**config.mk**
```make
export PLATFORM = sky130hd
export DESIGN_NAME = fqr_rom
export DESIGN_NICKNAME = d
export VERILOG_FILES = /design/src/inc/fqr_pkg.sv /design/src/design/fqr_rom.sv
export SDC_FILE = /design/constraint.sdc
export NUM_CORES = 1
export LEC_CHECK = 0
export BUFFER_PORTS_ARGS = -buffer_cell sky130_fd_sc_hd__buf_2
export CAP_MARGIN = 20
export CELL_PAD_IN_SITES_DETAIL_PLACEMENT = 0
export CELL_PAD_IN_SITES_GLOBAL_PLACEMENT = 1
export CORE_MARGIN = 8
export CORE_UTILIZATION = 35
export CTS_BUF_LIST = sky130_fd_sc_hd__clkbuf_4
export CTS_CLUSTER_DIAMETER = 60
export CTS_CLUSTER_SIZE = 14
export DETAILED_ROUTE_END_ITERATION = 6
export PLACE_DENSITY = 0.8
export SETUP_SLACK_MARGIN = 0.02
export SLEW_MARGIN = 20
export SYNTH_ARGS = -nofsm -noshare
export SYNTH_HDL_FRONTEND = slang
export SYNTH_SLANG_ARGS = --single-unit
```
**constraint.sdc**
```tcl
create_clock -name clock -period 2.6 [get_ports clock]
set_clock_uncertainty 0.1 [all_clocks]
set_input_delay 0.26 -clock clock [delete_from_list [all_inputs] [get_ports clock]]
set_output_delay 0.26 -clock clock [all_outputs]
set_load 0.005 [all_outputs]
```
**src/inc/fqr_pkg.sv**
```systemverilog
package fqr_pkg;

    // Byte offset width
    localparam int          FQR_OFS_W      = 7;

    // Reserved filler parameter layout
    localparam logic [7:0]  FQR_FILL_ID    = 8'hF0;
    localparam logic [7:0]  FQR_FILL_LEN   = 8'h0F;
    localparam logic [7:0]  FQR_FILL_BYTE  = 8'hFF;

    // SFDP carrying parameter layout
    localparam logic [7:0]  FQR_SFDP_ID    = 8'hA5;
    localparam logic [7:0]  FQR_SFDP_LEN   = 8'h50;

    // Common header offsets
    localparam logic [6:0]  FQR_OFS_ID     = 7'h00;
    localparam logic [6:0]  FQR_OFS_LEN    = 7'h01;
    localparam logic [6:0]  FQR_OFS_DATA   = 7'h02;

    // Basic flash parameter base in SFDP space
    localparam logic [15:0] FQR_SFDP_BASE  = 16'h1120;
    localparam int          FQR_BFP_BYTES  = 16;

    // Variant dependent bytes
    localparam logic [7:0]  FQR_D1B2_SDR   = 8'hF3;
    localparam logic [7:0]  FQR_D1B2_DDR   = 8'hF7;
    localparam logic [7:0]  FQR_D4B2_STD   = 8'h04;
    localparam logic [7:0]  FQR_D4B2_ENH   = 8'h80;
    localparam logic [3:0]  FQR_IDX_D1B2   = 4'h2;
    localparam logic [3:0]  FQR_IDX_D4B2   = 4'hE;

    // Latency code of the default row, limit 66 MHz
    localparam logic [1:0]  FQR_LAT_DEFAULT = 2'h0;

    // Fixed basic flash parameter bytes, dwords 1 to 4, index 0 first
    localparam logic [7:0] FQR_BFP [FQR_BFP_BYTES] = '{
        8'hE7, 8'hFF, 8'hF3, 8'hFF,
        8'hFF, 8'hFF, 8'hFF, 8'h1F,
        8'h44, 8'hEB, 8'h08, 8'h6B,
        8'h08, 8'h3B, 8'h04, 8'hBB
    };

    // Which parameter is being read
    typedef enum logic {
        FQR_SEL_FILL,
        FQR_SEL_SFDP
    } fqr_sel_e;

endpackage

```
**src/design/fqr_rom.sv**
```systemverilog
`timescale 1ns/1ps
// Operation
// RULE1: Each parameter opens with an identifier byte then a length byte, and the next one starts at length location plus length plus one.
// RULE2: The filler parameter reads F0h, 0Fh, then FFh at offsets 02h to 10h.
// RULE3: The SFDP parameter reads A5h at offset 00h and 50h at offset 01h.
// RULE4: Basic flash data starts at offset 02h, which is SFDP address 1120h, so SFDP offset is query offset minus two.
// RULE5: Dword 1 byte 0 reads E7h.
// RULE6: Dword 1 byte 1 reads FFh, no uniform 4 KB erase.
// RULE7: Dword 1 byte 2 reads F3h without double data rate and F7h with it.
// RULE8: Dword 1 byte 3 reads FFh and dword 2 reads FFh FFh FFh 1Fh.
// RULE9: Dword 3 low bytes read 44h and EBh.
// RULE10: Dword 3 high bytes read 08h and 6Bh.
// RULE11: Dword 4 low bytes read 08h and 3Bh.
// RULE12: Dword 4 high bytes read 04h or 80h by latency table variant, then BBh.
// RULE13: Latency code 00b is the 66 MHz row that the cycle counts describe.
// RULE14: All bytes are constant apart from the variant bytes and no write alters them.
module fqr_rom
    import fqr_pkg::*;
(
    input  wire logic                 clock,
    input  wire logic                 reset,
    input  wire logic                 ddr_variant,
    input  wire logic                 enhanced_latency_table,
    input  wire logic                 rd_req,
    input  wire logic                 rd_sel_sfdp,
    input  wire logic [FQR_OFS_W-1:0] rd_offset,
    output logic                      rd_valid,
    output logic [7:0]                rd_data,
    output logic                      rd_in_range,
    output logic [15:0]               rd_sfdp_addr
);

    // Whole module state
    typedef struct packed {
        logic        valid;
        logic [7:0]  data;
        logic        in_range;
        logic [15:0] sfdp_addr;
    } fqr_state_s;

    fqr_state_s state_q;
    fqr_state_s state_d;

    // Basic flash parameter bytes with variant bytes applied, one per entry of the table
    logic [7:0] bfp_byte [FQR_BFP_BYTES];

    // Only two entries differ by variant; strap-like inputs, expected static
    for (genvar i = 0; i < FQR_BFP_BYTES; i++) begin : g_bfp
        if (i == int'(FQR_IDX_D1B2)) begin : g_d1b2
            assign bfp_byte[i] = ddr_variant ? FQR_D1B2_DDR
                                             : FQR_D1B2_SDR; // RULE7
        end else if (i == int'(FQR_IDX_D4B2)) begin : g_d4b2
            // Cycle byte for the default latency row
            assign bfp_byte[i] = enhanced_latency_table ? FQR_D4B2_ENH
                                                        : FQR_D4B2_STD; // RULE12 RULE13
        end else begin : g_fix
            assign bfp_byte[i] = FQR_BFP[i]; // RULE5 RULE6 RULE8 RULE9 RULE10 RULE11
        end
    end

    // Byte lookup; no write path exists, so contents cannot change
    always_comb begin
        logic [FQR_OFS_W-1:0] rel;
        fqr_sel_e             sel;
        rel = rd_offset - FQR_OFS_DATA; // RULE4
        sel = rd_sel_sfdp ? FQR_SEL_SFDP : FQR_SEL_FILL;
        state_d = state_q;
        state_d.valid = rd_req;
        if (rd_req) begin
            state_d.data      = FQR_FILL_BYTE;
            state_d.in_range  = 1'b0;
            state_d.sfdp_addr = 16'h0000;
            case (sel)
                FQR_SEL_FILL: begin
                    state_d.in_range = rd_offset <= FQR_OFS_LEN + FQR_FILL_LEN[6:0]; // RULE1
                    if (rd_offset == FQR_OFS_ID) begin
                        state_d.data = FQR_FILL_ID; // RULE2
                    end else if (rd_offset == FQR_OFS_LEN) begin
                        state_d.data = FQR_FILL_LEN; // RULE2
                    end
                end
                FQR_SEL_SFDP: begin
                    state_d.in_range = rd_offset <= FQR_OFS_LEN + FQR_SFDP_LEN[6:0]; // RULE1
                    if (rd_offset == FQR_OFS_ID) begin
                        state_d.data = FQR_SFDP_ID; // RULE3
                    end else if (rd_offset == FQR_OFS_LEN) begin
                        state_d.data = FQR_SFDP_LEN; // RULE3
                    end else begin
                        // Later dwords lie outside this table and read FFh
                        if (rel < FQR_OFS_W'(FQR_BFP_BYTES)) begin
                            state_d.data = bfp_byte[rel[3:0]];
                        end
                        state_d.sfdp_addr = FQR_SFDP_BASE + 16'(rel); // RULE4
                    end
                end
                default: state_d.data = FQR_FILL_BYTE;
            endcase
        end
    end

    // Registered answer, one cycle after request
    always_ff @(posedge clock) begin
        if (reset) begin
            state_q <= '0;
        end else begin
            state_q <= state_d; // RULE14
        end
    end

    assign rd_valid     = state_q.valid;
    assign rd_data      = state_q.data;
    assign rd_in_range  = state_q.in_range;
    assign rd_sfdp_addr = state_q.sfdp_addr;

endmodule // fqr_rom

```
# Word level (Yosys, flattened, before mapping)
# Cells that the tools add are included.
[totals] elab_cells=29 out_inout_bits=26 input_bits=13 register_bits=26
[op_classes] n_reduce_logical=1 n_mux=15 n_bitwise=2 magnitude_cmp=4 add_sub_neg=2 eq_ne=1
[ops] operator="8-bit two-way mux" count=8
[ops] operator="14-bit two-way mux" count=3
[ops] operator="8-bit binary-select mux with 4-bit select" count=1
[ops] operator="9-bit one-hot mux with 2 select lines" count=1
[ops] operator="13-bit by 7-bit adder with 14-bit output, first input constant" count=1
[ops] operator="7-bit by 1-bit == test with 1-bit output, second input constant" count=1
[ops] operator="7-bit by 5-bit <= comparator with 1-bit output, second input constant" count=1
[ops] operator="7-bit <= comparator, second input constant" count=1
[ops] operator="7-bit zero test" count=1
[ops] operator="7-bit by 5-bit < comparator with 1-bit output, second input constant" count=1
[ops] operator="7-bit by 2-bit subtractor with 7-bit output, second input constant" count=1
[ops] operator="5-bit greater-or-equal comparator, second input constant" count=1
[ops] operator="4-bit NOT with 5-bit output" count=1
[ops] operator="3-bit two-way mux" count=1
[ops] operator="1-bit two-way mux" count=1
[ops] operator="1-bit NOT" count=1

# Logic depth before layout (Yosys ltp)
# Gate-level depths: netlist (run 1).
[depth] depth_word=9 mapped_depth=10 mapped_depth_nobuf=9

# Least setup slack after synthesis (run 1)
# OpenSTA, ideal clock, no wires.
[synth_timing] path_type="input to register" startpoint="in rd_offset[1]" endpoint="reg state_q (netlist bit rd_data[1])" n_path_buf=1 setup_ns=0.122 arrival_ns=1.864 path_slack_ns=0.514 cell_stages=10 required_time_ns=2.378 path_cell_list="clkbuf_1 > inv_1 > ha_1 > nor3b_1 > xnor2_1 > ha_1 > nand2_1 > nand4b_1 > a21oi_1 > o21ai_0"
[synth_between] elab_chain_len=9 elab_cells_between_ends=13 cone_classes="1 x add/sub; 1 x order compare; 1 x eq/ne; 8 x mux; 1 x bitwise; 1 x reduce/logical"
[synth_lines] item="from (decl)" line_no="fqr_rom.sv:26" source="input wire logic [FQR_OFS_W-1:0] rd_offset,"
[synth_lines] item="7-bit by 2-bit subtractor with 7-bit output" line_no="fqr_rom.sv:65" source="rel = rd_offset - FQR_OFS_DATA;"
[synth_lines] item="4-bit NOT with 5-bit output (implied by the code)" line_no="fqr_rom.sv:91" source="state_d.data = bfp_byte[rel[3:0]];"
[synth_lines] item="8-bit binary-select mux with 4-bit select" line_no="fqr_rom.sv:91"
[synth_lines] item="8-bit two-way mux (implied by the code) (2 in series)" line_no="fqr_rom.sv:91"
[synth_lines] item="8-bit two-way mux" line_no="fqr_rom.sv:90" source="if (rel < FQR_OFS_W'(FQR_BFP_BYTES)) begin"
[synth_lines] item="8-bit two-way mux" line_no="fqr_rom.sv:86" source="end else if (rd_offset == FQR_OFS_LEN) begin"
[synth_lines] item="8-bit two-way mux" line_no="fqr_rom.sv:84" source="if (rd_offset == FQR_OFS_ID) begin"
[synth_lines] item="9-bit one-hot mux with 2 select lines *" line_no="fqr_rom.sv:73" source="case (sel)"
[synth_lines] item="to (signal assigned)" line_no="fqr_rom.sv:106" source="state_q <= state_d;"
[synth_lines] item="to (decl)" line_no="fqr_rom.sv:41" source="fqr_state_s state_q;"
# Mark *: on every way between the ends. The rest lies on a longest branch, timed or not. The select of a mux whose other input is x is not followed.
# A chain may end at the register's enable or synchronous reset.

# Final worst setup path (run 1)
# Same ends and word-level chain as after synthesis.

==> results of run 1 <==
==> synthesized netlist by cell type (2+ instances only) <==
library cell / number / share of area (%)
ha_1: 3 / 3.2
xnor2_1: 3 / 2.2
a21oi_1: 6 / 2.5
a2111oi_2: 2 / 2.5
buf_2: 3 / 1.3
and2_1: 2 / 1.1
a31oi_1: 2 / 1.1
nor2_1: 18 / 5.7
nor3_1: 3 / 1.3
or4_1: 2 / 1.3
a211o_2: 2 / 1.7
buf_4: 7 / 4.4
nand2_1: 12 / 3.8
o21ai_0: 5 / 2.1
o31ai_1: 3 / 1.9
inv_1: 5 / 1.6
nor3b_1: 4 / 2.5
a22oi_1: 7 / 4.4
dfxtp_1: 19 / 32
o211ai_1: 3 / 1.9
nand3b_1: 2 / 1.3
a211oi_1: 2 / 1.3
clkbuf_1: 6 / 1.9
o22ai_1: 3 / 1.6
==> cell families after synthesis <==
family / after synthesis / share of synthesized area (%)
XOR/XNOR: 4 / 2.94
buffers and inverters: 23 / 10.4
other: 1 / 0.315
adder cells (fa/ha/maj): 3 / 3.15
multiplexers: 1 / 0.945
AND/OR/NAND/NOR: 55 / 24.5
AO/OA/AOI/OAI: 42 / 25.8
flip-flops: 19 / 31.9
==> state kept, by name, indices dropped and copies added (netlist names) <==
name	count
rd_data	8
rd_in_range	1
rd_sfdp_addr	9
rd_valid	1
==> routing by layer <==
metal,routed length (um),up-vias
met4,85,0
li1,-,580
met3,190,7
met5,0,-
met1,1430,555
met2,1680,49
==> power by group through the flow <==
stage	Clock [uW]	Sequential [uW]	Combinational, uW
CTS	167	318	159
global route	179	321	179
finish	157	318	159
detailed placement	0	325	159
global placement	0	324	157
floorplan	0	327	106
==> worst min path at each step <==
| stage | end | slack [ns] | depth (start not counted) |
|---|---|---|---|
| 2_1_floorplan | rd_in_range | 0.27 | 1 |
| 3_3_place_gp | rd_data[1] | 0.35 | 2 |
| 3_5_place_dp | rd_data[1] | 0.37 | 2 |
| 4_1_cts | rd_in_range | 0.08 | 2 |
| 5_1_grt | rd_in_range | 0.09 | 2 |
| 6_report | rd_in_range | 0.09 | 2 |
==> final cells by class <==
class / count / area, um2 / share of cell area [%]
clock buffers: 3 / 22.5 / 1.63
clock inverters: 1 / 5.00 / 0.362
inverters: 6 / 22.5 / 1.63
multi-input cells: 111 / 706 / 51.0
flip-flops and latches: 19 / 380 / 27.5
well taps: 46 / 57.6 / 4.16
repair buffers: 36 / 190 / 13.7
==> through the flow <==
step / hold WS (ns) / cells / power, uW / instance area [um2] / setup WS, ns
2_1_floorplan: 0.266 / 153 / 433 / 1210 / 0.514
6_report: 0.0860 / 222 / 634 / 1380 / 0.645
3_5_place_dp: 0.367 / 218 / 484 / 1360 / 0.344
4_1_cts: 0.0774 / 222 / 644 / 1380 / 0.678
5_1_grt: 0.0938 / 222 / 679 / 1380 / 0.446
3_3_place_gp: 0.347 / 218 / 481 / 1360 / 0.425
==> flow_summary.ini, run 1 <==
[synthesis]
synth_top_flop_cell = dfxtp_1
yosysSeqAreaShare_pct = 31.9
synth_edf_count = 0
syn_area_um2 = 1190
syn_area_per_cell_um2 = 8.05
synth_warnings = 0
synth_seq_cells = 19
ys_types = 48
syn_inst = 148
synthArstFlopShare_pct = 0

[power]
p_switching_uw = 201
seq_power_share_pct = 50.2
p_sw_share_pct = 31.8
comb_power_share_pct = 25.1
max-vdd-ir-drop_uv = 154
clockPowerShare_pct = 24.7
p_per_area_nw_per_um2 = 458
internal-power_uw = 432
p_leak_uw = 0.000588

[timing]
slew_violations = 0
fin_crit_ns = 1.95
rsz0062_at_grt = no
relSlewSlack_pct = 53.1
setup_tns_ns = 0
fmax_mhz = 512
hold_viol = 0
finalCritPeriodShare_pct = 75.2
worst_slew_pin_slew_ns = 0.703
finalSetupViolCount = 0

[clocking]
clockBufferDepth = 2
cts_tree = done
cts_resized = 0
insertion_delay_ns = 0.31
clk_pin_slew_worst_paths_ns = 0.12
cts_sinks = 19
post-cts-setup-buffer-count = 0
ctsHtreeMaxLevel = 1
cts_root_buffer = clkbuf_4
cts_made_buffers = 3
postCtsHoldBufs = 0

[final_layout]
final_util_pct = 41.8
fill_cells = 360
area_growth_pct = 16.2
final_cell_mix = 32 x buf_2, 19 x dfxtp_1, 18 x nor2_1, 12 x nand2_1, 7 x a22oi_1
nets = 193
drive_gt1_share_pct = 29.0
final_common_cell = buf_2
diodes = 0

[die]
rows = 21
die_area_um2 = 5530
chipHeight_um = 74.3
initial_core_util_pct = 36.0
io_pins = 39
fp.dieW_um = 74.3
core_um2 = 3310

[grt]
overflow = 0
grt_usage_pct = 13.1
antenna_found_initial = 0
grt_pass1_vias = 1194
grt_max_degree = 19
top_usage_layer = met2
met1_usage_pct = 15.7
grt_use_met3_pct = 3.10
grt_pass1_wl_um = 5670
use_met2_pct = 20.7

[drt]
vias = 1191
drcViolationCount = 0
vias_per_cell = 5.36
drt_wl_total_um = 3380
post_drt_wl_per_cell_um = 15.2
firstDrtPassIters = 4
drt-initial-drc-count = 63
ant_nets = 0

[critical_path]
cp-endpoint = rd_data[1]
crit_buf_inv = 2
cpPeakStageDelay_ns = 0.26
required_ns = 2.71
reg2regPathDepth = 2
crit_chain = buf_2 > inv_1 > ha_1 > nor3b_1 > xnor2_1 > ha_1 > nand2_1 > nand4b_1 > a21oi_1 > o21ai_0
criticalPathCategory = in2reg
crit_path_top_delay_cell = ha_1
rr_startpoint = rd_data[6]
cp_top_family = adder cells
crit_path_start_kind = primary input
r2r-end = rd_data[6]
r2r_slack_ns = 1.68
cpMostUsedCell = ha_1
arrival_ns = 2.06
cp-end-kind = flop
startpoint = rd_offset[1]
cp_max_fo = 15
crit_cells = 10

[min_path]
hp-class = in2reg
hp-start = rd_offset[6]

[place]
portBuffers = 32
gp_congestion = 0.933
hpwl_um = 2490

[run_status]
status = finished, final reports clean

[flow_run]
max-cap-violations = 0
(Power assumes the default switching activity.)
==> inputs of run 2 (changes only) <==
- ABC_AREA: not set -> 1
- PLACE_DENSITY: 0.8 -> 0.84
- clock period: 2.6 -> 1.95 ns (I/O delays scaled with it)
==> flow_summary.ini, run 2 <==
[run_status]
status = finished, final reports clean

[clocking]
post-cts-setup-buffer-count = 0
cts_tree = done
cts_root_buffer = clkbuf_4
ctsHtreeMaxLevel = 1
cts_resized = 0
clk_pin_slew_worst_paths_ns = 0.11
insertion_delay_ns = 0.29
clockBufferDepth = 2
postCtsHoldBufs = 0
cts_made_buffers = 3
cts_sinks = 19

[synthesis]
synth_top_flop_cell = dfxtp_1
synth_edf_count = 0
yosysMostFrequentCell = nand2_1
yosys.area.top_type = dfxtp_1
yosys.area.top_type_share_pct = 32.4
synth_warnings = 0
synth_seq_cells = 19
syn_area_per_cell_um2 = 6.68
synthArstFlopShare_pct = 0
syn_inst = 176
synth_common_cells = 52 x nand2_1, 20 x a21oi_1, 19 x dfxtp_1
synthTopCellsByArea = dfxtp_1 32%, nand2_1 17%, a21oi_1 8.5%
yosysSeqAreaShare_pct = 32.4
ys_types = 27
syn_area_um2 = 1170

[critical_path]
required_ns = 2.05
cp-end-kind = flop
crit_path_start_kind = primary input
arrival_ns = 1.65
cp_max_fo = 7
criticalPathCategory = in2reg

[grt]
grt_usage_pct = 11.0
overflow = 0
grt_pass1_wl_um = 4660
grt_max_degree = 20
antenna_found_initial = 0
grt_pass1_vias = 1087

[flow_run]
max-cap-violations = 0

[die]
chipHeight_um = 73.9
core_um2 = 3280
io_pins = 39
die_area_um2 = 5470
rows = 21
initial_core_util_pct = 35.8
fp.dieW_um = 73.9

[drt]
post_drt_wl_per_cell_um = 11.5
drt-initial-drc-count = 44
drcViolationCount = 0
vias = 1150
firstDrtPassIters = 4
vias_per_cell = 4.53
ant_nets = 0
drt_wl_total_um = 2920

[final_layout]
drive_gt1_share_pct = 26.9
diodes = 0
final_cell_mix = 52 x nand2_1, 32 x buf_2, 20 x a21oi_1, 19 x dfxtp_1, 14 x inv_1
largest_reg_flops = 9
final_util_pct = 42.1
area_growth_pct = 17.6
final_common_cell = nand2_1
nets = 225

[timing]
finalCritPeriodShare_pct = 79.7
fin_crit_ns = 1.55
finalSetupViolCount = 0
hold_viol = 0
fmax_mhz = 643
slew_violations = 0
rsz0062_at_grt = no
setup_tns_ns = 0

[power]
p_leak_uw = 0.000703
max-vdd-ir-drop_uv = 167
p_per_area_nw_per_um2 = 587

[place]
hpwl_um = 2430
portBuffers = 32
gp_congestion = 0.840

[min_path]
hp-class = in2reg
[run 2: changes by cell type after synthesis, sizes merged, moves of 4 or more]
cell	before	now
nor3b	4	0
nor3	4	0
o21ai	5	11
nand2	13	56
a21oi	6	21
a22oi	7	1
clkbuf	6	2
inv	5	19
nand3	2	14
[run 2: per-stage QoR]
stage | area, um2 | hold WS, ns | setup WS (ns) | total power [uW] | cells
after global placement | 1350 | 0.353 | 0.122 | 627 | 250
final | 1380 | 0.119 | 0.396 | 811 | 254
after floorplan | 1190 | 0.157 | 0.393 | 561 | 181
after detailed placement | 1350 | 0.355 | 0.0678 | 625 | 250
after global routing | 1380 | 0.126 | 0.223 | 860 | 254
after CTS | 1380 | 0.114 | 0.395 | 822 | 254
[run 2: area by class of cell]
type | instances | area (um2)
fillers | 370 | 1900
clock inverters | 1 | 5.00
inverters | 19 | 71.3
repair buffers | 33 | 168
flip-flops and latches | 19 | 380
well taps | 46 | 57.6
multi-input cells | 133 | 677
clock buffers | 3 | 22.5
[run 2: cells by family after synthesis]
| kind of cell | after synthesis | share of synthesized area, % |
|---|---|---|
| and+or+nand+nor | 89 | 35.6 |
| DFF | 19 | 32.4 |
| AOI/OAI and AO/OA | 34 | 15.5 |
| other | 1 | 0.319 |
| buffers and inverters | 29 | 11.6 |
| adders and majority gates | 3 | 3.20 |
| xor gates and xnor gates | 1 | 1.38 |
[run 2: power by group]
group	internal, uW	total, uW	switching (uW)
sequential	411	420	9.48
combinational	71.7	194	122
clock	76.6	197	120
total	559	811	252
[run 2: path summary, 6_finish.rpt]
check / slack [ns] / from / end / depth (start not counted)
max: 0.40 / rd_offset[1] / rd_data[7] / 12
min reg2reg: 0.37 / rd_sfdp_addr[2] / rd_sfdp_addr[2] / 2
min: 0.12 / reset / rd_sfdp_addr[4] / 2
max reg2reg: 1.17 / rd_sfdp_addr[5] / rd_sfdp_addr[5] / 2
[run 2: routing by layer]
metal  GRT usage [%]  wire length, um  up-vias
met5               0                0        -
met4            4.66               51        0
met3            2.70              174        5
met2            17.4             1370       31
met1            13.8             1330      503
li1                -                -      611
[run 2: critical path: stages]
cell	delay [ns]
buf_2	0.12
inv_2	0.11
ha_1	0.26
nand3_1	0.14
xor2_2	0.17
inv_1	0.08
ha_1	0.17
nand2_2	0.08
nor2_1	0.14
nand2_1	0.06
nand2_1	0.06
a21oi_1	0.05
==> inputs of run 3 (changes only) <==
- CORE_UTILIZATION: 35 -> 32
- PLACE_DENSITY: 0.84 -> 0.81
- clock period: 1.95 -> 1.37 ns (I/O delays scaled with it)
==> flow_summary.ini, run 3 (synthesis gave the netlist of run 2 again) <==
[place]
dp_slack_ns = -0.177
dpl.cell_count = 273
portBuffers = 32
gp_congestion = 0.867
hpwl_um = 2550

[die]
die_area_um2 = 5870
io_pins = 39
initial_core_util_pct = 32.6
fp.dieW_um = 76.6
core_um2 = 3610
rows = 22
chipHeight_um = 76.6

[drt]
drt-initial-drc-count = 59
ant_nets = 0
drt_wl_total_um = 3110
wl_met1_um = 1460
post_drt_wl_per_cell_um = 11.2
route.met3.wl_um = 159
vias = 1220
firstDrtPassIters = 4
vias_per_cell = 4.39
drcViolationCount = 0
met2_length_um = 1460
dr.max_layer_used = met4

[min_path]
hp-class = in2reg

[critical_path]
criticalPathCategory = in2reg
required_ns = 1.50
arrival_ns = 1.38
cp-end-kind = flop
startpoint = rd_offset[1]
cp_max_fo = 4
r2r_slack_ns = 0.60
r2r-end = rd_data[2]
crit_path_start_kind = primary input
rr_startpoint = rd_data[2]
reg2regPathDepth = 2
cp-endpoint = rd_data[2]

[clocking]
clk_pin_slew_worst_paths_ns = 0.10
clockBufferDepth = 2
cts_sinks = 19
cts_made_buffers = 3
cts_root_buffer = clkbuf_4
cts_tree = done
insertion_delay_ns = 0.29
ctsHtreeMaxLevel = 1

[timing]
slew_violations = 0
hold_viol = 0
fmax_mhz = 799
setup_slack_ns = 0.119
finalSetupViolCount = 0
holdWs_ns = 0.0827
finalCritPeriodShare_pct = 91.3
fin_crit_ns = 1.25
rsz0062_at_grt = no

[power]
clockPowerShare_pct = 22.8
internal-power_uw = 842
p_sw_share_pct = 30.6
p_per_area_nw_per_um2 = 767
comb_power_share_pct = 27.8
power.total_uw = 1210
max-vdd-ir-drop_uv = 470
p_leak_uw = 0.000812
seq_power_share_pct = 49.4
p_switching_uw = 372

[final_layout]
drive_gt1_share_pct = 37.0
area_growth_pct = 34.7
final_cell_mix = 51 x nand2_1, 32 x buf_2, 23 x buf_4, 19 x a21oi_1, 19 x dfxtp_1
largest_reg_flops = 9
nets = 247
final_common_cell = nand2_1
final_cell_count_no_fill = 278
diodes = 0

[run_status]
status = finished, final reports clean

[grt]
antenna_found_initial = 0
grt_pass1_vias = 1235
grt_pass1_wl_um = 5340
grt_usage_pct = 10.7
grt_max_degree = 20
overflow = 0

[flow_run]
max-cap-violations = 0
==> run 3: changes by cell type in the layout (fill, tap and decap cells not counted), sizes merged <==
cell and delta:
buf +22
==> run 3: worst min-delay path by stage <==
stage / from / endpoint / depth (start not counted)
detailed placement: rd_sfdp_addr[1] / rd_sfdp_addr[1] / 2
global route: reset / rd_sfdp_addr[4] / 3
floorplan: reset / rd_sfdp_addr[4] / 1
finish: reset / rd_data[4] / 4
global placement: rd_sfdp_addr[7] / rd_sfdp_addr[7] / 2
CTS: reset / rd_data[1] / 4
==> run 3: metal layers <==
layer / vias up / global-route usage [%]
met5: - / 0
met4: 0 / 2.50
met3: 2 / 4.25
met2: 26 / 16.9
met1: 538 / 13.1
li1: 654 / -
==> run 3: per-stage QoR <==
step / setup TNS, ns / cell area [um2] / util [%]
floorplan: 0 / 1220 / -
global placement: -1.15 / 1540 / 42.6
detailed placement: -1.28 / 1540 / 42.6
CTS: 0 / 1560 / 43.4
global route: 0 / 1580 / 43.9
finish: 0 / 1580 / 43.9
==> run 3: what timing repair did <==
item                                    in CTS  in global routing
endpoints found under the setup margin       0                  1
gates resized for setup                      0                  3
buffers inserted                             0                  1
endpoints found under the hold margin        0                  0
hold buffers                                 0                  0
==> run 3: worst max-delay path, stage by stage <==
cell     delay (ns)
buf_2          0.12
inv_4          0.07
ha_4           0.14
nand3_2        0.09
xor2_2         0.14
inv_1          0.08
ha_2           0.19
nand2_2        0.09
inv_2          0.05
nand2_1        0.07
nand3_2        0.07
a21oi_2        0.14
==> run 3: area by class of cell <==
| class | count | area, um2 |
|---|---|---|
| Clock inverter | 1 | 5.00 |
| Tap cell | 48 | 60.1 |
| Multi-Input combinational cell | 133 | 708 |
| Timing Repair Buffer | 55 | 333 |
| Fill cell | 378 | 2020 |
| Clock buffer | 3 | 22.5 |
| Inverter | 19 | 73.8 |
| Sequential cell | 19 | 380 |
==> run 3: power by group through the flow <==
stage	sequential (uW)	combinational [uW]	clock, uW
2_1_floorplan	615	190	0
3_3_place_gp	612	334	0
3_5_place_dp	612	334	0
4_1_cts	600	336	283
5_1_grt	604	381	315
6_report	599	338	277
